`src/ist_defines.svh`:
```
`ifndef IST_DEFINES_SVH
`define IST_DEFINES_SVH
`define IST_OFS_STATUS 12'h000
`define IST_OFS_CONFIG 12'h004
`define IST_OFS_CALL   12'h008
`define IST_OFS_TXDATA 12'h00c
`define IST_CFG_RST    32'h0000_0000
`define IST_CMD_UNL    8'h3f
`define IST_CMD_UNT    8'h5f
`define IST_CMD_LLO    8'h11
`define IST_CMD_GTL    8'h01
`define IST_CMD_GET    8'h08
`define IST_CMD_DCL    8'h14
`define IST_CMD_SDC    8'h04
`define IST_CMD_TCT    8'h09
`define IST_GRP_LISTEN 3'h1
`define IST_GRP_TALK   3'h2
`define IST_GRP_SEC    3'h3
`define IST_POLL_RQS   6
`define IST_TX_LAST    8
`endif

```
`src/ist_pkg.sv`:
```
package ist_pkg;

    typedef enum logic [3:0] {
        OP_NONE, OP_ONLINE, OP_GO_LOCAL, OP_BUS_INIT, OP_STANDBY, OP_POLL,
        OP_POLL_READ, OP_WAIT, OP_READ, OP_WRITE, OP_CMD, OP_IO_DONE, OP_OTHER
    } ist_op_t;

    typedef struct packed {
        logic       atn;
        logic       ren;
        logic       srq;
        logic       ifc;
        logic       eoi;
        logic       dav;
        logic [7:0] dio;
    } ist_lines_t;

    typedef struct packed {
        logic [11:0] rsv;
        logic [7:0]  poll;
        logic        mask_clear_seen;
        logic        mask_trigger_seen;
        logic        mask_time_limit_flag;
        logic        shadow;
        logic        dev_op;
        logic        timed_out;
        logic        fatal;
        logic        err;
        logic [3:0]  op;
    } ist_call_t;

    typedef struct packed {
        logic [7:0] rsv;
        logic       sad_en;
        logic [4:0] sad;
        logic [4:0] pad;
        logic       sys_ctrl;
        logic       dma;
        logic       eot_en;
        logic       eos_wr_eoi;
        logic       eos_rd_end;
        logic [7:0] terminator_char;
    } ist_cfg_t;

endpackage : ist_pkg

```
`src/ist_status_tracker.sv`:
```
// Register access over APB and the register addresses were chosen for this implementation.
`timescale 1ns/100ps
`include "ist_defines.svh"
module ist_status_tracker
    import ist_pkg::*;
#(
    parameter bit SRQ_ALWAYS = 1'b0
)
(
    input  wire logic        i_core_clk,
    input  wire logic        i_rstn,
    input  wire logic        i_psel,
    input  wire logic        i_penable,
    input  wire logic        i_pwrite,
    input  wire logic [11:0] i_paddr,
    input  wire logic [31:0] i_pwdata,
    input  wire logic [3:0]  i_pstrb,
    output logic      [31:0] o_prdata,
    output logic             o_pready,
    output logic             o_pslverr,
    input  wire ist_lines_t  i_bus,
    output logic      [15:0] o_status,
    output logic      [7:0]  o_tx_data,
    output logic             o_tx_valid,
    output logic             o_tx_eoi,
    output logic             o_read_term,
    output logic             o_dma_sel
);

    ist_lines_t  lines_s1_ff;
    ist_lines_t  lines_s2_ff;
    logic        dav_d_ff;
    logic        ren_d_ff;
    logic        ifc_d_ff;
    ist_cfg_t    cfg_ff;
    logic [31:0] prdata_ff;
    logic        pready_ff;
    logic        pslverr_ff;
    logic [15:0] status_ff;
    logic [7:0]  tx_data_ff;
    logic        tx_valid_ff;
    logic        tx_eoi_ff;
    logic        read_term_ff;
    logic        err_ff;
    logic        fatal_ff;
    logic        time_limit_flag_ff;
    logic        end_ff;
    logic        rqs_ff;
    logic        busy_ff;
    logic        lok_ff;
    logic        rem_ff;
    logic        cic_ff;
    logic        talker_addressed_ff;
    logic        listener_addressed_ff;
    logic        trigger_seen_ff;
    logic        clear_seen_ff;
    logic        reading_ff;
    logic        shadow_ff;
    logic        devop_ff;
    logic        sec_pend_ff;
    logic        trigger_seen_pend_ff;
    logic        clear_seen_pend_ff;

    // Bus line synchroniser
    always_ff @(posedge i_core_clk or negedge i_rstn)
    begin
        if (!i_rstn)
        begin
            lines_s1_ff <= '0;
            lines_s2_ff <= '0;
            dav_d_ff    <= 1'b0;
            ren_d_ff    <= 1'b0;
            ifc_d_ff    <= 1'b0;
        end
        else
        begin
            lines_s1_ff <= i_bus;
            lines_s2_ff <= lines_s1_ff;
            dav_d_ff    <= lines_s2_ff.dav;
            ren_d_ff    <= lines_s2_ff.ren;
            ifc_d_ff    <= lines_s2_ff.ifc;
        end
    end

    // Bus byte and command decode
    wire ist_lines_t ln       = lines_s2_ff;
    wire [7:0]       bb       = ln.dio;
    wire             byte_stb = ln.dav & ~dav_d_ff;
    wire             cmd_stb  = byte_stb & ln.atn;
    wire             data_stb = byte_stb & ~ln.atn;
    wire             ren_fall = ~ln.ren & ren_d_ff;
    wire             ifc_rise = ln.ifc & ~ifc_d_ff;
    wire             ifc_ext  = ifc_rise & ~cfg_ff.sys_ctrl;
    wire             is_unl   = cmd_stb & (bb == `IST_CMD_UNL);
    wire             is_unt   = cmd_stb & (bb == `IST_CMD_UNT);
    wire             is_llo   = cmd_stb & (bb == `IST_CMD_LLO);
    wire             is_gtl   = cmd_stb & (bb == `IST_CMD_GTL);
    wire             is_get   = cmd_stb & (bb == `IST_CMD_GET);
    wire             is_dcl   = cmd_stb & (bb == `IST_CMD_DCL);
    wire             is_sdc   = cmd_stb & (bb == `IST_CMD_SDC);
    wire             is_tct   = cmd_stb & (bb == `IST_CMD_TCT);
    wire             is_mla   = cmd_stb & (bb == {`IST_GRP_LISTEN, cfg_ff.pad});
    wire             is_mta   = cmd_stb & (bb == {`IST_GRP_TALK, cfg_ff.pad});
    wire             is_ota   = cmd_stb & (bb[7:5] == `IST_GRP_TALK) & ~is_mta;
    wire             is_msa   = cmd_stb & sec_pend_ff & (bb == {`IST_GRP_SEC, cfg_ff.sad});
    wire             eos_in   = cfg_ff.eos_rd_end & (bb == cfg_ff.terminator_char);
    wire             term_hit = data_stb & (ln.eoi | eos_in);

    // Register access decode
    wire acc      = i_psel & i_penable;
    wire commit   = acc & pready_ff;
    wire sel_stat = (i_paddr == `IST_OFS_STATUS);
    wire sel_cfg  = (i_paddr == `IST_OFS_CONFIG);
    wire sel_call = (i_paddr == `IST_OFS_CALL);
    wire sel_tx   = (i_paddr == `IST_OFS_TXDATA);
    wire bad_acc  = ~(sel_cfg | sel_call | sel_tx | (sel_stat & ~i_pwrite));
    wire call_wr  = commit & i_pwrite & sel_call;
    wire tx_wr    = commit & i_pwrite & sel_tx;
    wire cfg_wr   = commit & i_pwrite & sel_cfg;

    wire ist_call_t call    = ist_call_t'(i_pwdata);
    wire ist_op_t   op      = ist_op_t'(call.op);
    wire            c_on    = call_wr & (op == OP_ONLINE);
    wire            c_wait  = op == OP_WAIT;
    wire            c_rd    = op == OP_READ;
    wire            c_wr    = op == OP_WRITE;
    wire            io_strt = call_wr & (c_rd | c_wr | (op == OP_CMD));
    wire            io_done = call_wr & (op == OP_IO_DONE);
    wire            c_stby  = call_wr & (op == OP_STANDBY);
    wire            c_local = call_wr & (op == OP_GO_LOCAL);

    // Flag updates, set dominates clear
    wire nxt_err     = call_wr ? (call.err | call.fatal) : err_ff;
    wire nxt_fatal   = call_wr ? call.fatal : fatal_ff;
    wire nxt_time_limit_flag    = call_wr ? (call.timed_out & (~c_wait | call.mask_time_limit_flag)) : time_limit_flag_ff;
    wire nxt_end     = ((reading_ff | shadow_ff) & term_hit)
                       | (end_ff & ~(io_strt | c_on));
    wire nxt_rqs     = (call_wr & (op == OP_POLL) & call.dev_op & call.poll[`IST_POLL_RQS])
                       | (rqs_ff & ~(call_wr & (op == OP_POLL_READ)));
    wire nxt_busy    = io_strt | (busy_ff & ~io_done);
    wire nxt_reading = (io_strt & c_rd) | (reading_ff & ~(io_done | term_hit));
    wire nxt_shadow  = (c_stby & call.shadow)
                       | (shadow_ff & ~((c_stby & ~call.shadow) | io_strt | c_on));
    wire nxt_lok     = is_llo | (lok_ff & ~(ren_fall | c_on));
    wire nxt_rem     = (ln.ren & is_mla)
                       | (rem_ff & ~(ren_fall | (is_gtl & listener_addressed_ff)
                                     | (c_local & ~lok_ff) | c_on));
    wire cic_in      = (call_wr & (op == OP_BUS_INIT) & cfg_ff.sys_ctrl)
                       | (is_tct & talker_addressed_ff & ~cic_ff);
    wire nxt_cic     = cic_in | (cic_ff & ~(ifc_ext | (is_tct & ~talker_addressed_ff) | c_on));
    wire nxt_talker_addressed    = is_mta | (talker_addressed_ff & ~(is_unt | is_ota | ifc_rise | c_on));
    wire listener_addressed_set    = (is_mla & ~cfg_ff.sad_en) | is_msa | (c_stby & call.shadow);
    wire listener_addressed_clr    = is_unl | is_mta | ifc_rise | (c_stby & ~call.shadow) | c_on;
    wire nxt_listener_addressed    = listener_addressed_set | (listener_addressed_ff & ~listener_addressed_clr);
    wire nxt_trigger_seen    = (is_get & listener_addressed_ff) | (trigger_seen_ff & ~((call_wr & trigger_seen_pend_ff) | c_on));
    wire nxt_clear_seen    = is_dcl | (is_sdc & listener_addressed_ff)
                       | (clear_seen_ff & ~((call_wr & clear_seen_pend_ff) | c_on));
    wire srq_seen    = ln.srq & (cic_ff | SRQ_ALWAYS)
                       & ~(SRQ_ALWAYS == 1'b0 & busy_ff & ~devop_ff & talker_addressed_ff & ~ln.atn);

    // Status word assembly
    wire [15:0] word_full = {err_ff, time_limit_flag_ff, end_ff, srq_seen, rqs_ff & devop_ff,
                             2'b00,
                             ~busy_ff, lok_ff, rem_ff, cic_ff, ln.atn,
                             talker_addressed_ff, listener_addressed_ff, trigger_seen_ff, clear_seen_ff};
    wire [15:0] word      = fatal_ff ? {err_ff, 15'h0000} : word_full;

    wire [31:0] rd_mux = sel_stat ? {16'h0000, word} :
                         sel_cfg  ? cfg_ff :
                                    32'h0000_0000;
    wire        tx_eoi = (i_pwdata[`IST_TX_LAST] & cfg_ff.eot_en)
                         | (cfg_ff.eos_wr_eoi & (i_pwdata[7:0] == cfg_ff.terminator_char));

    // Bus slave, one wait state
    always_ff @(posedge i_core_clk or negedge i_rstn)
    begin
        if (!i_rstn)
        begin
            pready_ff  <= 1'b0;
            prdata_ff  <= 32'h0000_0000;
            pslverr_ff <= 1'b0;
        end
        else
        begin
            pready_ff  <= acc & ~pready_ff;
            prdata_ff  <= (acc & ~pready_ff & ~i_pwrite) ? rd_mux : 32'h0000_0000;
            pslverr_ff <= acc & ~pready_ff & bad_acc;
        end
    end

    // Configuration byte lanes
    genvar gi;
    generate
        for (gi = 0; gi < 4; gi = gi + 1)
        begin : g_cfg_lane
            always_ff @(posedge i_core_clk or negedge i_rstn)
            begin
                if (!i_rstn)
                    cfg_ff[gi*8 +: 8] <= 8'(`IST_CFG_RST >> (gi*8));
                else if (cfg_wr & i_pstrb[gi])
                    cfg_ff[gi*8 +: 8] <= i_pwdata[gi*8 +: 8];
            end
        end
    endgenerate

    // Status flags
    always_ff @(posedge i_core_clk or negedge i_rstn)
    begin
        if (!i_rstn)
        begin
            {err_ff, fatal_ff, time_limit_flag_ff, end_ff, rqs_ff, busy_ff} <= 6'h00;
            {lok_ff, rem_ff, cic_ff, talker_addressed_ff, listener_addressed_ff, trigger_seen_ff, clear_seen_ff} <= 7'h00;
            {reading_ff, shadow_ff, devop_ff, sec_pend_ff} <= 4'h0;
            {trigger_seen_pend_ff, clear_seen_pend_ff} <= 2'h0;
            status_ff <= 16'h0000;
        end
        else
        begin
            {err_ff, fatal_ff, time_limit_flag_ff} <= {nxt_err, nxt_fatal, nxt_time_limit_flag};
            {end_ff, rqs_ff, busy_ff} <= {nxt_end, nxt_rqs, nxt_busy};
            {lok_ff, rem_ff, cic_ff} <= {nxt_lok, nxt_rem, nxt_cic};
            {talker_addressed_ff, listener_addressed_ff, trigger_seen_ff, clear_seen_ff} <= {nxt_talker_addressed, nxt_listener_addressed, nxt_trigger_seen, nxt_clear_seen};
            {reading_ff, shadow_ff} <= {nxt_reading, nxt_shadow};
            devop_ff <= call_wr ? call.dev_op : devop_ff;
            sec_pend_ff <= cmd_stb ? (is_mla & cfg_ff.sad_en) : sec_pend_ff;
            trigger_seen_pend_ff <= call_wr ? (c_wait & call.mask_trigger_seen) : trigger_seen_pend_ff;
            clear_seen_pend_ff <= call_wr ? ((c_wait & call.mask_clear_seen) | c_rd | c_wr)
                                    : clear_seen_pend_ff;
            status_ff <= word;
        end
    end

    // Outgoing byte and read termination
    always_ff @(posedge i_core_clk or negedge i_rstn)
    begin
        if (!i_rstn)
        begin
            tx_data_ff   <= 8'h00;
            tx_valid_ff  <= 1'b0;
            tx_eoi_ff    <= 1'b0;
            read_term_ff <= 1'b0;
        end
        else
        begin
            tx_data_ff   <= tx_wr ? i_pwdata[7:0] : tx_data_ff;
            tx_valid_ff  <= tx_wr;
            tx_eoi_ff    <= tx_wr & tx_eoi;
            read_term_ff <= reading_ff & term_hit;
        end
    end

    assign o_prdata    = prdata_ff;
    assign o_pready    = pready_ff;
    assign o_pslverr   = pslverr_ff;
    assign o_status    = status_ff;
    assign o_tx_data   = tx_data_ff;
    assign o_tx_valid  = tx_valid_ff;
    assign o_tx_eoi    = tx_eoi_ff;
    assign o_read_term = read_term_ff;
    assign o_dma_sel   = cfg_ff.dma;
endmodule : ist_status_tracker

```
`config.mk`:
```
export PLATFORM = sky130hd
export DESIGN_NAME = ist_status_tracker
export DESIGN_NICKNAME = d
export VERILOG_FILES = /design/src/ist_pkg.sv /design/src/ist_status_tracker.sv
export VERILOG_INCLUDE_DIRS = /design/src
export SDC_FILE = /design/constraint.sdc
export NUM_CORES = 1
export LEC_CHECK = 0
export BUFFER_PORTS_ARGS = -buffer_cell sky130_fd_sc_hd__buf_2
export CORE_MARGIN = 2
export CORE_UTILIZATION = 57
export CTS_CLUSTER_DIAMETER = 120
export CTS_CLUSTER_SIZE = 16
export DETAILED_ROUTE_END_ITERATION = 10
export GPL_TIMING_DRIVEN = 0
export PLACE_DENSITY = 0.81
export SLEW_MARGIN = 10
export SYNTH_ARGS = -nofsm -noshare
export SYNTH_HDL_FRONTEND = slang
export SYNTH_SLANG_ARGS = --single-unit
```
`constraint.sdc`:
```
create_clock -name i_core_clk -period 4.35 [get_ports i_core_clk]
set_input_delay 0.435 -clock i_core_clk [delete_from_list [all_inputs] [get_ports i_core_clk]]
set_output_delay 0.435 -clock i_core_clk [all_outputs]
set_load 0.01 [all_outputs]
```
======== Word-level counts from Yosys, hierarchy flattened ========
Cells that the tools add are included.
word-level totals
  register bits after elaboration ......... 143
  logic and storage cells ................. 253
cells by class
  equality and inequality tests ........... 28
  multiplexer cells ....................... 4
  bitwise logic cells ..................... 165
  reductions and logical operators ........ 1
operators by type and width
  cell                                                              number
  32-bit 2-to-1 mux                                                 3
  1-bit bitwise AND                                                 88
  1-bit OR                                                          47
  1-bit inverter                                                    30
  12-bit by 4-bit == test with 1-bit output, second input constant  2
  4-bit by 3-bit == test with 1-bit output, second input constant   4
  4-bit == test, second input constant                              4
  8-bit by 4-bit == test with 1-bit output, second input constant   2
  8-bit by 5-bit == test with 1-bit output, second input constant   2
  8-bit by 7-bit == test with 1-bit output                          2
  8-bit == test                                                     2
  15-bit 2-to-1 mux                                                 1
  12-bit by 3-bit == test with 1-bit output, second input constant  1
  12-bit zero test                                                  1
  4-bit by 2-bit == test with 1-bit output, second input constant   2
  8-bit by 1-bit == test with 1-bit output, second input constant   1
  8-bit by 3-bit == test with 1-bit output, second input constant   1
  8-bit by 6-bit == test with 1-bit output                          1
  8-bit by 6-bit == test with 1-bit output, second input constant   1
  8-bit by 7-bit == test with 1-bit output, second input constant   1
  4-bit by 1-bit == test with 1-bit output, second input constant   1
  3-bit by 2-bit == test with 1-bit output, second input constant   1

======== Logic depth before layout (Yosys ltp) ========
Gate-level depths: netlist of run 1.
  word-level depth ........................ 12
  depth in mapped cells ................... 8
  mapped depth without buffers ............ 6

======== Worst setup path before layout of run 1 ========
OpenSTA, ideal clock, no wires.
  path kind ............................... input to register
  start ................................... input port i_paddr[9]
  end ..................................... register cfg_ff[16] in the netlist's numbering
  setup time .............................. 0.125 ns
  data arrival time ....................... 2.025 ns
  data required time ...................... 4.225 ns
  setup slack ............................. 2.201 ns
  cell stages on the path ................. 7
  buffers on the path ..................... 2
  path through ............................ nor4_1 nand3_1 clkbuf_1 nor4_1 and2_1 buf_2 mux2_2
on the way
  cells in the longest elaborated chain, start to end .. 3
RTL lines
  element                                                     RTL line                   text
  start: declaration                                          ist_status_tracker.sv:15   input wire logic [11:0] i_paddr,
  12-bit by 3-bit == test with 1-bit output (no source line)  -
  1-bit bitwise AND                                           ist_status_tracker.sv:119  wire cfg_wr = commit & i_pwrite & sel_cfg;
  1-bit bitwise AND                                           ist_status_tracker.sv:200  else if (cfg_wr & i_pstrb[gi])
  end signal: indexed assignment                              ist_status_tracker.sv:199  cfg_ff[gi*8 +: 8] <= 8'(`IST_CFG_RST >> (gi*8));
  end signal: indexed assignment                              ist_status_tracker.sv:201  cfg_ff[gi*8 +: 8] <= i_pwdata[gi*8 +: 8];
  end: declaration                                            ist_status_tracker.sv:35   ist_cfg_t cfg_ff;
Every way passes these cells.
A chain may end at the register's enable or synchronous reset.

======== Worst setup path in the final report of run 1 ========
  start ................................... input port i_paddr[9]
  end ..................................... register cfg_ff[20] in the netlist's numbering
Same word-level chain as after synthesis.

==> reports/summary.json, run 1 <==
{
  "timing": {
    "finalClockSkew_ps": 8.05,
    "post_route_worst_setup_slack_ps": 1660,
    "finalCriticalPeriod_ps": 2690,
    "hold_viol": 0,
    "final.period_utilization_pct": 61.8,
    "timing.final.max_slew_violations": 0,
    "tightestPinTransition_ps": 1190,
    "worst_slew_margin_rel_pct": 20.2,
    "timing.hold.ws_ps": 22.6,
    "grt_setup_unrepaired": "no",
    "max_freq_ghz": 0.372,
    "report.final.setup_viol": 0,
    "setup_tns_ps": 0
  },
  "logic_synthesis": {
    "ys_async_sr_fraction_pct": 100,
    "synth_edf_count": 0,
    "yosys_register_bits": 141,
    "mappedNetlistArea_um2": 5520,
    "most_common_flop_cell_mapped_by_yosys": "sky130_fd_sc_hd__dfrtp_1",
    "synth.area.top_cells": "sky130_fd_sc_hd__dfrtp_1 (64%), sky130_fd_sc_hd__mux2_2 (8.2%), sky130_fd_sc_hd__and2_1 (2.6%)",
    "synth_top_cell_area_share_pct": 63.9,
    "synth_cell_type_count": 53,
    "yosys.area.top_type": "sky130_fd_sc_hd__dfrtp_1",
    "seq_area_frac_synth_pct": 63.9,
    "synth_area_per_cell_um2": 12.6,
    "synthesis.instances": 438,
    "ys_warn_count": 0
  },
  "layout": {
    "final_area_um2": 6990,
    "post_route_cells_drive_above_1_share_pct": 36.4,
    "fillerInstances": 632,
    "net_count_of_the_finished_layout": 656,
    "syn2layout_area_growth_pct": 26.7,
    "insertedDiodeCount": 0
  },
  "power_and_ir_drop": {
    "p_leak_uw": 0.00350,
    "power_density_nw_per_um2": 407,
    "peakVddDrop_mv": 0.307
  },
  "global_route": {
    "first_global_vias": 3796,
    "grt_antenna_before_repair": 0,
    "grt_remaining_overflow": 0,
    "grt_start_max_net_pins": 88,
    "grt_first_pass_wirelength_um": 19500,
    "globalRouteTotalUtil_pct": 25.5
  },
  "flow_run": {
    "drv.max_cap_violation_count": 0
  },
  "critical_path": {
    "timing.rr.start": "o_pready",
    "reg2reg_slack_ps": 1930,
    "crit_slowest_cell": "sky130_fd_sc_hd__nor4_1",
    "timing.critical_path.slowest_cell_delay_ps": 1000,
    "critical_path.startpoint": "i_paddr[9]",
    "worstSetupEndpointType": "register",
    "timing_worst_setup_path_type": "input pin to register",
    "setup.worst_path.start_class": "input pin",
    "crit_path_required_time_ps": 4750,
    "reg2regPathDepth": 7,
    "timing.critical_path.fanout_max": 10,
    "r2r_path_end": "talker_addressed_ff",
    "cp_cell_sequence": "buf_2 -> nor4_1 -> nand3_1 -> clkbuf_1 -> nor4_1 -> and2_1 -> buf_2 -> mux2_2",
    "wp_data_arrival_ps": 3090
  },
  "clock_tree": {
    "cts_tree": "yes",
    "cts_setup_buffers": 0,
    "clk_root_buffer_cell": "sky130_fd_sc_hd__clkbuf_8",
    "clock_latency_ps": 520,
    "cts.htree.levels": 4,
    "number_of_cts_inserted_buffers": 17,
    "cts_buffer_depth": 2,
    "postCtsResizedCells": 0,
    "clock_sink_count": 141,
    "cts.reportedPaths.clkPinSlew_ps": 60
  },
  "placement": {
    "buffer_ports.inserted": 123,
    "dpl_cell_area_um2": 6330,
    "globalplace.congestion": 0.969,
    "pre_cts_slack_ps": 1190,
    "dp.final_hpwl_um": 8750
  },
  "floorplan": {
    "core_region_area_um2": 9330,
    "die_y_um": 102,
    "ioPinCount": 129,
    "initial_utilization_pct": 59.2,
    "fp.dieW_um": 102,
    "floorplan.die_area_um2": 10500,
    "placementRows": 35
  },
  "worst_hold_path": {
    "min_to": "lines_s1_ff[7]",
    "timing.hold.worst_path_depth": 1,
    "hold_path.class": "input pin to register",
    "worstHoldStart": "i_bus[7]"
  },
  "drt": {
    "routed-via-count": 3926,
    "route.antenna.remaining_nets": 0,
    "routed_wirelength_um": 12500,
    "wire_per_inst_um": 17.1,
    "post_drt_via_cell_ratio": 5.37,
    "drt_drc_violations_left": 0,
    "drt-pass1-iter-count": 6,
    "iter_0_drt_violations": 405
  },
  "status": {
    "outcome": "finished clean"
  }
}
[area by class of cell]
class | instances | area [um^2] | share of cell area [%]
plain buffers | 23 | 103 | 1.47
clock buffers | 20 | 445 | 6.37
clock inverters | 12 | 138 | 1.97
inverters | 8 | 30.0 | 0.429
multi-input cells | 267 | 1870 | 26.7
flip-flops and latches | 141 | 3530 | 50.5
well taps | 129 | 161 | 2.31
repair buffers | 131 | 719 | 10.3
[cell usage after synthesis, types with 3 or more instances]
master / number
sky130_fd_sc_hd__nand4_1: 5
sky130_fd_sc_hd__or3_1: 3
sky130_fd_sc_hd__a21oi_1: 6
sky130_fd_sc_hd__o31ai_1: 3
sky130_fd_sc_hd__and2_1: 23
sky130_fd_sc_hd__buf_2: 7
sky130_fd_sc_hd__a22oi_1: 9
sky130_fd_sc_hd__dfrtp_1: 141
sky130_fd_sc_hd__nor4_1: 9
sky130_fd_sc_hd__inv_1: 7
sky130_fd_sc_hd__nand3_1: 9
sky130_fd_sc_hd__clkbuf_1: 14
sky130_fd_sc_hd__nor2b_1: 12
sky130_fd_sc_hd__or2_2: 3
sky130_fd_sc_hd__xor2_1: 13
sky130_fd_sc_hd__xnor2_1: 13
sky130_fd_sc_hd__nor2_1: 29
sky130_fd_sc_hd__nand2_1: 27
sky130_fd_sc_hd__mux2_2: 40
sky130_fd_sc_hd__nand2b_1: 5
sky130_fd_sc_hd__nor3_1: 10
sky130_fd_sc_hd__o21ai_0: 13
[how the worst max path moves through the flow]
| stage | slack [ps] | to |
|---|---|---|
| after CTS | 1720 | cfg_ff[17] |
| final | 1660 | cfg_ff[20] |
| after global placement | 1120 | lines_s2_ff[11] |
| after global routing | 1470 | cfg_ff[18] |
| after detailed placement | 1190 | cfg_ff[17] |
| after floorplan | 2200 | cfg_ff[16] |
[sequential cells by signal, indices dropped and copies added, names as in the netlist, 6 cells and up]
signal,cells
o_prdata,32
cfg_ff,31
o_tx_data,8
o_status,14
lines_s2_ff,6
lines_s1_ff,14
bb,8
[layout by cell type (no fill, tap or decap), types with 3 or more instances in the layout]
cell type,Yosys,routed
sky130_fd_sc_hd__nand4_1,5,5
sky130_fd_sc_hd__buf_2,7,129
sky130_fd_sc_hd__or3_1,3,3
sky130_fd_sc_hd__clkinvlp_4,0,5
sky130_fd_sc_hd__o31ai_1,3,3
sky130_fd_sc_hd__dfrtp_1,141,141
sky130_fd_sc_hd__nand2_1,27,27
sky130_fd_sc_hd__inv_1,7,7
sky130_fd_sc_hd__a21oi_1,6,6
sky130_fd_sc_hd__dlygate4sd3_1,0,7
sky130_fd_sc_hd__clkbuf_1,14,15
sky130_fd_sc_hd__nand2b_1,5,5
sky130_fd_sc_hd__o21ai_0,13,13
sky130_fd_sc_hd__nand3_1,9,9
sky130_fd_sc_hd__a22oi_1,9,9
sky130_fd_sc_hd__nor2_1,29,29
sky130_fd_sc_hd__clkinv_4,0,3
sky130_fd_sc_hd__and2_1,23,23
sky130_fd_sc_hd__xor2_1,13,13
sky130_fd_sc_hd__nor4_1,9,8
sky130_fd_sc_hd__clkbuf_16,0,16
sky130_fd_sc_hd__mux2_2,40,40
sky130_fd_sc_hd__nor2b_1,12,12
sky130_fd_sc_hd__nor3_1,10,10
sky130_fd_sc_hd__xnor2_1,13,13
sky130_fd_sc_hd__clkbuf_8,0,3
sky130_fd_sc_hd__or2_2,3,3
[report_power, final]
| part | internal [uW] | switching, uW | leakage [uW] |
|---|---|---|---|
| sequential | 1330 | 8.73 | 0.00185 |
| combinational | 46.4 | 71.3 | 0.00138 |
| clock | 848 | 543 | 0.000270 |
[metal layers]
metal | wire length, um | part of all wire [%] | vias up | global-route usage (%)
met4 | 273 | 2.2 | 0 | 10.4
met2 | 6150 | 49 | 180 | 40.4
met3 | 856 | 6.8 | 29 | 7.39
li1 | - | - | 1817 | -
met1 | 5230 | 42 | 1900 | 33.4
met5 | 0 | 0 | - | 0
[per-stage QoR]
step / utilization [%] / total power [uW] / cells
2_1_floorplan: - / 1400 / 439
3_3_place_gp: 67.5 / 1470 / 691
3_5_place_dp: 67.9 / 1470 / 692
4_1_cts: 74.3 / 2860 / 725
5_1_grt: 75.0 / 2940 / 731
6_report: 75.0 / 2850 / 731
[worst max-delay path: cells and delay by family]
kind / cells / cell delay, ps
multiplexers: 1 / 360
AND/OR/NAND/NOR: 4 / 1690
buffers and inverters: 3 / 600
[repair_timing]
item	in CTS	in global routing
hold buffers	1	6
endpoints found under the setup margin	0	0
hold endpoints to repair	54	6
[cells by family (layout without fill, tap and decap cells)]
logic type | count (synthesis) | count (layout) | share of synthesized area (%)
other cells | 1 | 2 | 0.0679
buf+inv | 31 | 194 | 2.40
mux | 43 | 43 | 8.80
simple gates | 149 | 149 | 14.9
xor+xnor | 26 | 26 | 4.13
compound gates | 47 | 47 | 5.76
flops | 141 | 141 | 63.9
Note: power is estimated with default switching activity, not from simulation.
==> run 2: changes to the inputs <==
CORE_UTILIZATION = 53   (was 57)
PLACE_DENSITY = 0.76   (was 0.81)
clock period = 2.7 ns   (was 4.35 ns; I/O delays follow)
==> run 2 against run 1 <==
Worst setup slack worse by 1300 ps. Clock power grew 86%. Sequential power up 60%. Global-route usage fell by 0.32 points. Utilization shrank 3.0 points. Sequential share of layout area shrank 2.5 points. First-iteration DRC count fell by 30%. Combinational power increased by 90%. Highest routed layer unchanged.
==> reports/summary.json, run 2 (synthesis results as in run 1) <==
{
  "clock_tree": {
    "number_of_cts_inserted_buffers": {"value": 17, "change": "unchanged"},
    "cts_setup_buffers": {"value": 0, "change": "unchanged"},
    "cts_buffer_depth": {"value": 2, "change": "unchanged"},
    "cts_tree": "yes",
    "cts.htree.levels": {"value": 4, "change": "unchanged"},
    "clk_root_buffer_cell": "sky130_fd_sc_hd__clkbuf_8",
    "cts.reportedPaths.clkPinSlew": {"value": 60, "unit": "ps", "change": "about the same"},
    "clock_sink_count": {"value": 141, "change": "unchanged"},
    "clock_latency": {"value": 520, "unit": "ps", "change": "about the same"}
  },
  "layout": {
    "insertedDiodeCount": {"value": 0, "change": "unchanged"},
    "syn2layout_area_growth_pct": 33.4,
    "net_count_of_the_finished_layout": {"value": 684, "change": "+4.3%"},
    "post_route_cells_drive_above_1_share": {"value": 34.7, "unit": "%", "change": "-1.7 points"},
    "most_common_library_cell_in_the_layout_ignoring_fill_and_taps": "sky130_fd_sc_hd__dfrtp_1",
    "most-common-layout-cells": "sky130_fd_sc_hd__dfrtp_1 (141), sky130_fd_sc_hd__buf_2 (129), sky130_fd_sc_hd__mux2_2 (40)",
    "flip_flop_count_of_the_largest_register_all_copies_and_words_added": {"value": 32, "change": "unchanged"}
  },
  "timing": {
    "report.final.setup_viol": {"value": 0, "change": "unchanged"},
    "finalClockSkew": {"value": 10.0, "unit": "ps", "change": "+1.97 ps"},
    "final.period_utilization_pct": 84.9,
    "timing.hold.ws": {"value": 17.7, "unit": "ps", "change": "-4.91 ps"},
    "worst_slew_margin_rel": {"value": 29.4, "unit": "%", "change": "+9.2 points"},
    "finalCriticalPeriod_ps": 2290,
    "grt_setup_unrepaired": "no",
    "timing.final.max_slew_violations": {"value": 0, "change": "unchanged"},
    "max_freq_ghz": 0.436,
    "hold_viol": {"value": 0, "change": "unchanged"},
    "tightestPinTransition": {"value": 1050, "unit": "ps", "change": "-137 ps"},
    "setup_tns": {"value": 0, "unit": "ps", "change": "unchanged"}
  },
  "drt": {
    "routed-via-count": {"value": 4035, "change": "+2.8%"},
    "routed_wirelength": {"value": 13500, "unit": "um", "change": "+7.5%"},
    "wire_per_inst": {"value": 17.6, "unit": "um", "change": "+2.7%"},
    "drt-pass1-iter-count": {"value": 5, "change": "-1"},
    "iter_0_drt_violations": {"value": 285, "change": "-30%"},
    "post_drt_via_cell_ratio": {"value": 5.27, "change": "-1.8%"},
    "drt_drc_violations_left": {"value": 0, "change": "unchanged"},
    "route.antenna.remaining_nets": {"value": 0, "change": "unchanged"}
  },
  "global_route": {
    "globalRouteTotalUtil": {"value": 25.2, "unit": "%", "change": "-0.32 points"},
    "grt_remaining_overflow": {"value": 0, "change": "unchanged"},
    "grt_antenna_before_repair": {"value": 0, "change": "unchanged"},
    "grt_start_max_net_pins": {"value": 81, "change": "-8.0%"},
    "first_global_vias": {"value": 3962, "change": "+4.4%"},
    "grt_first_pass_wirelength": {"value": 21100, "unit": "um", "change": "+8.2%"}
  },
  "worst_hold_path": {
    "min_to": "fatal_ff",
    "hold_path.class": "input pin to register",
    "timing.hold.worst_path_depth": {"value": 3, "change": "+2"},
    "worstHoldStart": "i_pwdata[5]"
  },
  "placement": {
    "dp.final_hpwl": {"value": 9130, "unit": "um", "change": "+4.2%"},
    "globalplace.congestion": {"value": 0.889, "change": "-8.2%"},
    "buffer_ports.inserted": {"value": 123, "change": "unchanged"}
  },
  "critical_path": {
    "timing.critical_path.slowest_cell_delay": {"value": 770, "unit": "ps", "change": "-230 ps"},
    "reg2regPathDepth": {"value": 6, "change": "-1"},
    "timing.rr.start": "lines_s2_ff[13]",
    "wp_data_arrival": {"value": 2700, "unit": "ps", "change": "-390 ps"},
    "timing_worst_setup_path_type": "input pin to register",
    "r2r_path_end": "cic_ff",
    "timing.critical_path.fanout_max": {"value": 10, "change": "unchanged"},
    "crit_slowest_cell": "sky130_fd_sc_hd__nor4_1",
    "reg2reg_slack": {"value": 430, "unit": "ps", "change": "-1500 ps"},
    "cp_cell_sequence": "buf_2 -> nor4_1 -> nand3_1 -> clkbuf_1 -> nor4_1 -> and2_1 -> buf_2 -> mux2_2",
    "worstSetupEndpointType": "register",
    "setup.worst_path.start_class": "input pin",
    "crit_path_required_time": {"value": 3100, "unit": "ps", "change": "-1650 ps"}
  },
  "flow_run": {
    "drv.max_cap_violation_count": {"value": 0, "change": "unchanged"}
  },
  "status": {
    "outcome": "finished clean"
  },
  "power_and_ir_drop": {
    "power_density": {"value": 674, "unit": "nW/um^2", "change": "+66%"},
    "p_leak": {"value": 0.00367, "unit": "uW", "change": "+4.9%"},
    "peakVddDrop": {"value": 0.417, "unit": "mV", "change": "+36%"}
  },
  "floorplan": {
    "initial_utilization": {"value": 53.9, "unit": "%", "change": "-5.2 points"},
    "die_y": {"value": 106, "unit": "um", "change": "+3.6%"},
    "core_region_area": {"value": 10200, "unit": "um^2", "change": "+9.7%"},
    "floorplan.die_area": {"value": 11200, "unit": "um^2", "change": "+7.2%"},
    "placementRows": {"value": 37, "change": "+5.7%"},
    "ioPinCount": {"value": 129, "change": "unchanged"},
    "fp.dieW": {"value": 106, "unit": "um", "change": "+3.6%"}
  }
}
## run 2: cell types whose count changed in the layout (fill, tap and decap cells not counted), moves of 2 or more
cell / before / now
sky130_fd_sc_hd__dlygate4sd3_1: 7 / 35
sky130_fd_sc_hd__bufinv_16: 2 / 6
sky130_fd_sc_hd__clkinvlp_4: 5 / 2
sky130_fd_sc_hd__clkinv_4: 3 / 1
## run 2: how the worst max path moves through the flow
stage	startpoint	endpoint	slack (ps)	cells after the start
3_5_place_dp	i_paddr[9]	o_prdata[19]	-160	7
2_1_floorplan	bb[7]	cic_ff	600	6
3_3_place_gp	i_rstn	cfg_ff[19]	-420	1
4_1_cts	o_pready	o_prdata[19]	40	4
6_report	i_paddr[9]	cfg_ff[4]	410	8
5_1_grt	i_paddr[5]	cfg_ff[6]	190	8
## run 2: final cells by class
cell class,instances,area [um^2]
multi-input combinational,267,1870
timing repair buffer,159,1000
fill,713,2870
inverter,8,30.0
buffer,23,103
clock inverter,11,214
tap,136,170
clock buffer,20,445
sequential,141,3530
## run 2: where the power goes
| group | switching (uW) | internal, uW | total [uW] |
|---|---|---|---|
| registers | 14.1 | 2140 | 2150 |
| logic | 123 | 101 | 224 |
| clock network | 859 | 1730 | 2590 |
## run 2: worst max-delay path, delay by kind of cell
| family | cells | cell delay, ps |
|---|---|---|
| AND/OR/NAND/NOR | 4 | 1410 |
| buffers and inverters | 3 | 650 |
| multiplexers | 1 | 370 |
## run 2: stage by stage
stage | instance area [um^2] | power (uW) | utilization [%] | instances | setup WS (ps)
5_1_grt | 7360 | 5110 | 72.0 | 765 | 185
6_report | 7360 | 4970 | 72.0 | 765 | 406
4_1_cts | 7350 | 4990 | 71.9 | 765 | 37.8
2_1_floorplan | 5520 | 2250 | - | 439 | 605
3_3_place_gp | 6310 | 2360 | 61.7 | 698 | -417
3_5_place_dp | 6340 | 2380 | 62.0 | 699 | -163
## run 2: metal layers
metal	global-route usage (%)	up-vias	part of all wire [%]
li1	-	1869	-
met1	32.6	1989	41
met2	42.1	152	51
met3	4.54	25	5.9
met4	10.4	0	2.2
met5	0	-	0
## run 2: repair_timing
item,4_1_cts,5_1_grt
hold buffers,35,0
gates resized for setup,0,1
setup endpoints to repair,0,1
hold endpoints to repair,95,0
==> run 3: changes to the inputs <==
ABC_AREA = 1   (was not set)
CORE_UTILIZATION = 49   (was 53)
PLACE_DENSITY = 0.73   (was 0.76)
clock period = 1.9 ns   (was 2.7 ns; I/O delays follow)
==> run 3 against run 2 <==
Register-to-register slack worse by 240 ps. First-iteration DRC count down 6.7%. Power rose by 43%. Sequential power up 43%. Worst hold slack got worse by 1.6 ps. Utilization decreased by 6.6 points. Clock power grew 44%. Largest cell class unchanged.
==> reports/summary.json, run 3 <==
{
  "logic_synthesis": {
    "synth_cell_type_count": {"value": 34, "change": "-36%"},
    "yosys.area.top_type": "sky130_fd_sc_hd__dfrtp_1",
    "seq_area_frac_synth": {"value": 61.5, "unit": "%", "change": "-2.4 points"},
    "ys_warn_count": {"value": 0, "change": "unchanged"},
    "yosys-top-cells-count": "sky130_fd_sc_hd__nand2_1 (171), sky130_fd_sc_hd__dfrtp_1 (141), sky130_fd_sc_hd__inv_1 (65), sky130_fd_sc_hd__nand3_1 (56), sky130_fd_sc_hd__nor2_1 (52)",
    "ys_async_sr_fraction": {"value": 100, "unit": "%", "change": "unchanged"},
    "synth.area.top_cells": "sky130_fd_sc_hd__dfrtp_1 (62%), sky130_fd_sc_hd__nand2_1 (11%), sky130_fd_sc_hd__nand3_1 (4.9%)",
    "most_common_flop_cell_mapped_by_yosys": "sky130_fd_sc_hd__dfrtp_1",
    "synth_top_cell_area_share": {"value": 61.5, "unit": "%", "change": "-2.4 points"},
    "mappedNetlistArea": {"value": 5740, "unit": "um^2", "change": "+3.9%"},
    "synthesis.instances": {"value": 627, "change": "+43%"},
    "synth_most_common_cell": "sky130_fd_sc_hd__nand2_1",
    "synth_area_per_cell": {"value": 9.15, "unit": "um^2", "change": "-27%"},
    "synth_edf_count": {"value": 0, "change": "unchanged"},
    "yosys_register_bits": {"value": 141, "change": "unchanged"}
  },
  "floorplan": {
    "die_y": {"value": 112, "unit": "um", "change": "+5.8%"},
    "core_region_area": {"value": 11400, "unit": "um^2", "change": "+12%"},
    "floorplan.die_area": {"value": 12600, "unit": "um^2", "change": "+12%"},
    "placementRows": {"value": 39, "change": "+5.4%"},
    "ioPinCount": {"value": 129, "change": "unchanged"},
    "fp.dieW": {"value": 112, "unit": "um", "change": "+5.8%"},
    "initial_utilization": {"value": 50.2, "unit": "%", "change": "-3.7 points"}
  },
  "flow_run": {
    "drv.max_cap_violation_count": {"value": 0, "change": "unchanged"}
  },
  "critical_path": {
    "setup.worst_path.start_class": "register",
    "cp_cell_sequence": "nand2_1 -> nor2_4 -> nand3_2 -> nor2_2 -> nand2_1 -> nand3_1 -> nand2_1",
    "wp_data_arrival": {"value": 2020, "unit": "ps", "change": "-680 ps"},
    "critPathTopFamily": "simple AND/OR/NAND/NOR gates",
    "timing.critical_path.slowest_cell_delay": {"value": 360, "unit": "ps", "change": "-410 ps"},
    "timing.critical_path.fanout_max": {"value": 10, "change": "unchanged"},
    "timing_worst_setup_path_type": "register to register",
    "critical_path_buf_inv_count": {"value": 0, "change": "-3"},
    "crit_path_required_time": {"value": 2210, "unit": "ps", "change": "-890 ps"},
    "crit_slowest_cell": "sky130_fd_sc_hd__dfrtp_1",
    "worstSetupEndpointType": "register",
    "crit_path_frequent_cell": "sky130_fd_sc_hd__nand2_1"
  },
  "timing": {
    "finalCriticalPeriod_ps": 1710,
    "hold_viol": {"value": 0, "change": "unchanged"},
    "report.final.setup_viol": {"value": 0, "change": "unchanged"},
    "finalClockSkew": {"value": 6.91, "unit": "ps", "change": "-3.12 ps"},
    "max_freq_ghz": 0.584,
    "grt_setup_unrepaired": "no",
    "worst_slew_margin_rel": {"value": 63.1, "unit": "%", "change": "+34 points"},
    "final.period_utilization_pct": 90.1,
    "tightestPinTransition": {"value": 551, "unit": "ps", "change": "-500 ps"},
    "timing.hold.ws": {"value": 16.0, "unit": "ps", "change": "-1.63 ps"},
    "timing.final.max_slew_violations": {"value": 0, "change": "unchanged"}
  },
  "layout": {
    "flip_flop_count_of_the_largest_register_all_copies_and_words_added": {"value": 32, "change": "unchanged"},
    "net_count_of_the_finished_layout": {"value": 860, "change": "+26%"},
    "syn2layout_area_growth_pct": 30.2,
    "post_route_cells_drive_above_1_share": {"value": 22.0, "unit": "%", "change": "-13 points"},
    "most-common-layout-cells": "sky130_fd_sc_hd__nand2_1 (171), sky130_fd_sc_hd__dfrtp_1 (141), sky130_fd_sc_hd__buf_2 (129)",
    "fillerInstances": {"value": 953, "change": "+34%"},
    "insertedDiodeCount": {"value": 0, "change": "unchanged"},
    "final_area": {"value": 7470, "unit": "um^2", "change": "+1.4%"},
    "most_common_library_cell_in_the_layout_ignoring_fill_and_taps": "sky130_fd_sc_hd__nand2_1",
    "multi_input_area": {"value": 1870, "unit": "um^2", "change": "-0.20%"},
    "regArea": {"value": 3530, "unit": "um^2", "change": "unchanged"}
  },
  "clock_tree": {
    "cts_setup_buffers": {"value": 0, "change": "unchanged"},
    "cts_tree": "yes",
    "clock_latency": {"value": 420, "unit": "ps", "change": "-100 ps"},
    "cts.htree.levels": {"value": 4, "change": "unchanged"},
    "number_of_cts_inserted_buffers": {"value": 17, "change": "unchanged"},
    "clock_sink_count": {"value": 141, "change": "unchanged"},
    "cts.reportedPaths.clkPinSlew": {"value": 60, "unit": "ps", "change": "about the same"},
    "clk_root_buffer_cell": "sky130_fd_sc_hd__clkbuf_16",
    "cts_buffer_depth": {"value": 2, "change": "unchanged"}
  },
  "drt": {
    "iter_0_drt_violations": {"value": 266, "change": "-6.7%"},
    "route.antenna.remaining_nets": {"value": 0, "change": "unchanged"},
    "post_drt_via_cell_ratio": {"value": 5.11, "change": "-3.1%"},
    "routed-via-count": {"value": 4849, "change": "+20%"},
    "wire_per_inst": {"value": 15.6, "unit": "um", "change": "-11%"},
    "drt-pass1-iter-count": {"value": 4, "change": "-1"},
    "drt_drc_violations_left": {"value": 0, "change": "unchanged"},
    "routed_wirelength": {"value": 14800, "unit": "um", "change": "+10%"}
  },
  "placement": {
    "buffer_ports.inserted": {"value": 123, "change": "unchanged"},
    "dpl_cell_area": {"value": 6570, "unit": "um^2", "change": "+3.6%"},
    "globalplace.congestion": {"value": 0.900, "change": "+1.2%"},
    "dp.final_hpwl": {"value": 10900, "unit": "um", "change": "+20%"}
  },
  "power_and_ir_drop": {
    "peakVddDrop": {"value": 0.762, "unit": "mV", "change": "+83%"},
    "power_density": {"value": 953, "unit": "nW/um^2", "change": "+41%"},
    "clkPwrFrac": {"value": 52.4, "unit": "%", "change": "+0.3 points"},
    "power_switching_share": {"value": 20.0, "unit": "%", "change": "about the same"},
    "psw": {"value": 1430, "unit": "uW", "change": "+43%"},
    "p_leak": {"value": 0.00390, "unit": "uW", "change": "+6.3%"},
    "power_report.internal_total": {"value": 5690, "unit": "uW", "change": "+43%"},
    "p_comb_share": {"value": 4.5, "unit": "%", "change": "about the same"},
    "p_seq_share": {"value": 43.1, "unit": "%", "change": "-0.3 points"}
  },
  "global_route": {
    "groute.layer.met1.usage": {"value": 32.4, "unit": "%", "change": "-0.23 points"},
    "grt_antenna_before_repair": {"value": 0, "change": "unchanged"},
    "first_global_vias": {"value": 4870, "change": "+23%"},
    "grt_start_max_net_pins": {"value": 84, "change": "+3.7%"},
    "busiest_layer": "met2",
    "globalRouteTotalUtil": {"value": 25.3, "unit": "%", "change": "+0.092 points"},
    "grtUsageMet3": {"value": 5.78, "unit": "%", "change": "+1.2 points"},
    "use_met2": {"value": 41.7, "unit": "%", "change": "-0.43 points"},
    "grt_first_pass_wirelength": {"value": 24500, "unit": "um", "change": "+16%"},
    "grt_remaining_overflow": {"value": 0, "change": "unchanged"}
  },
  "status": {
    "outcome": "finished clean"
  },
  "worst_hold_path": {
    "hold_path.class": "input pin to register"
  }
}
[run 3: cell count changes in the layout (fill, tap and decap cells not counted), moves of 13 or more]
cell | previous run | this run
sky130_fd_sc_hd__nand2_1 | 27 | 171
sky130_fd_sc_hd__inv_1 | 7 | 65
sky130_fd_sc_hd__nand3_1 | 9 | 56
sky130_fd_sc_hd__mux2_2 | 40 | 0
sky130_fd_sc_hd__nor2_1 | 29 | 52
sky130_fd_sc_hd__and2_1 | 23 | 1
sky130_fd_sc_hd__o21ai_1 | 1 | 19
sky130_fd_sc_hd__dlygate4sd3_1 | 35 | 22
[run 3: power by group through the flow]
| stage | clock (uW) | combinational [uW] | sequential (uW) |
|---|---|---|---|
| 2_1_floorplan | 0 | 102 | 3110 |
| 3_3_place_gp | 0 | 268 | 3120 |
| 3_5_place_dp | 0 | 284 | 3120 |
| 4_1_cts | 3790 | 320 | 3070 |
| 5_1_grt | 3920 | 360 | 3070 |
| 6_report | 3730 | 317 | 3070 |
[run 3: path summary, 6_finish.rpt]
kind / cells past startpoint / endpoint / from / slack (ps)
max reg2reg: 7 / listener_addressed_ff / o_pready / 190
max in group asynchronous: 3 / lines_s1_ff[5] / i_rstn / 830
min reg2reg: 0 / lines_s2_ff[11] / lines_s1_ff[11] / 350
min: 3 / cfg_ff[22] / i_pwdata[22] / 20
max: 7 / listener_addressed_ff / o_pready / 190
min in group asynchronous: 2 / o_tx_valid / i_rstn / 300
[run 3: layout make-up]
cell class,count,share of cell area (%)
Clock buffer,21,6.17
Buffer,18,1.22
Multi-Input combinational cell,401,25.1
Sequential cell,141,47.3
Clock inverter,11,2.85
Tap cell,143,2.40
Inverter,68,3.42
Timing Repair Buffer,146,11.6
[run 3: cell families after synthesis]
kind of cell    share of synthesized area (%)
buf+inv                                  6.04
simple gates                             25.5
xor+xnor                                 1.22
flops                                    61.5
compound gates                           5.63
other cells                            0.0654
[run 3: through the flow]
stage	TNS [ps]	util, %	worst slack [ps]	std cells	total power (uW)
floorplan	0	-	444	628	3220
global placement	-158480	57.2	-1130	894	3390
detailed placement	0	57.5	84.8	895	3410
CTS	0	65.4	115	949	7180
global route	0	65.4	28.2	949	7350
finish	0	65.4	188	949	7120
[run 3: per-layer routing]
layer | up-vias | part of all wire, %
met5 | - | 0
met4 | 0 | 1.8
met3 | 24 | 6.2
met2 | 176 | 49
met1 | 2310 | 43
li1 | 2339 | -
[run 3: worst reg2reg max path: cells and delay by family, from the launching register on]
kind / cells / cell delay (ps)
simple gates: 7 / 1230
flops: 1 / 360
[run 3: what timing repair did]
action,in CTS,in global routing
setup endpoints to repair,0,7
hold buffers,22,0
gates resized for setup,0,1
endpoints found under the hold margin,79,0
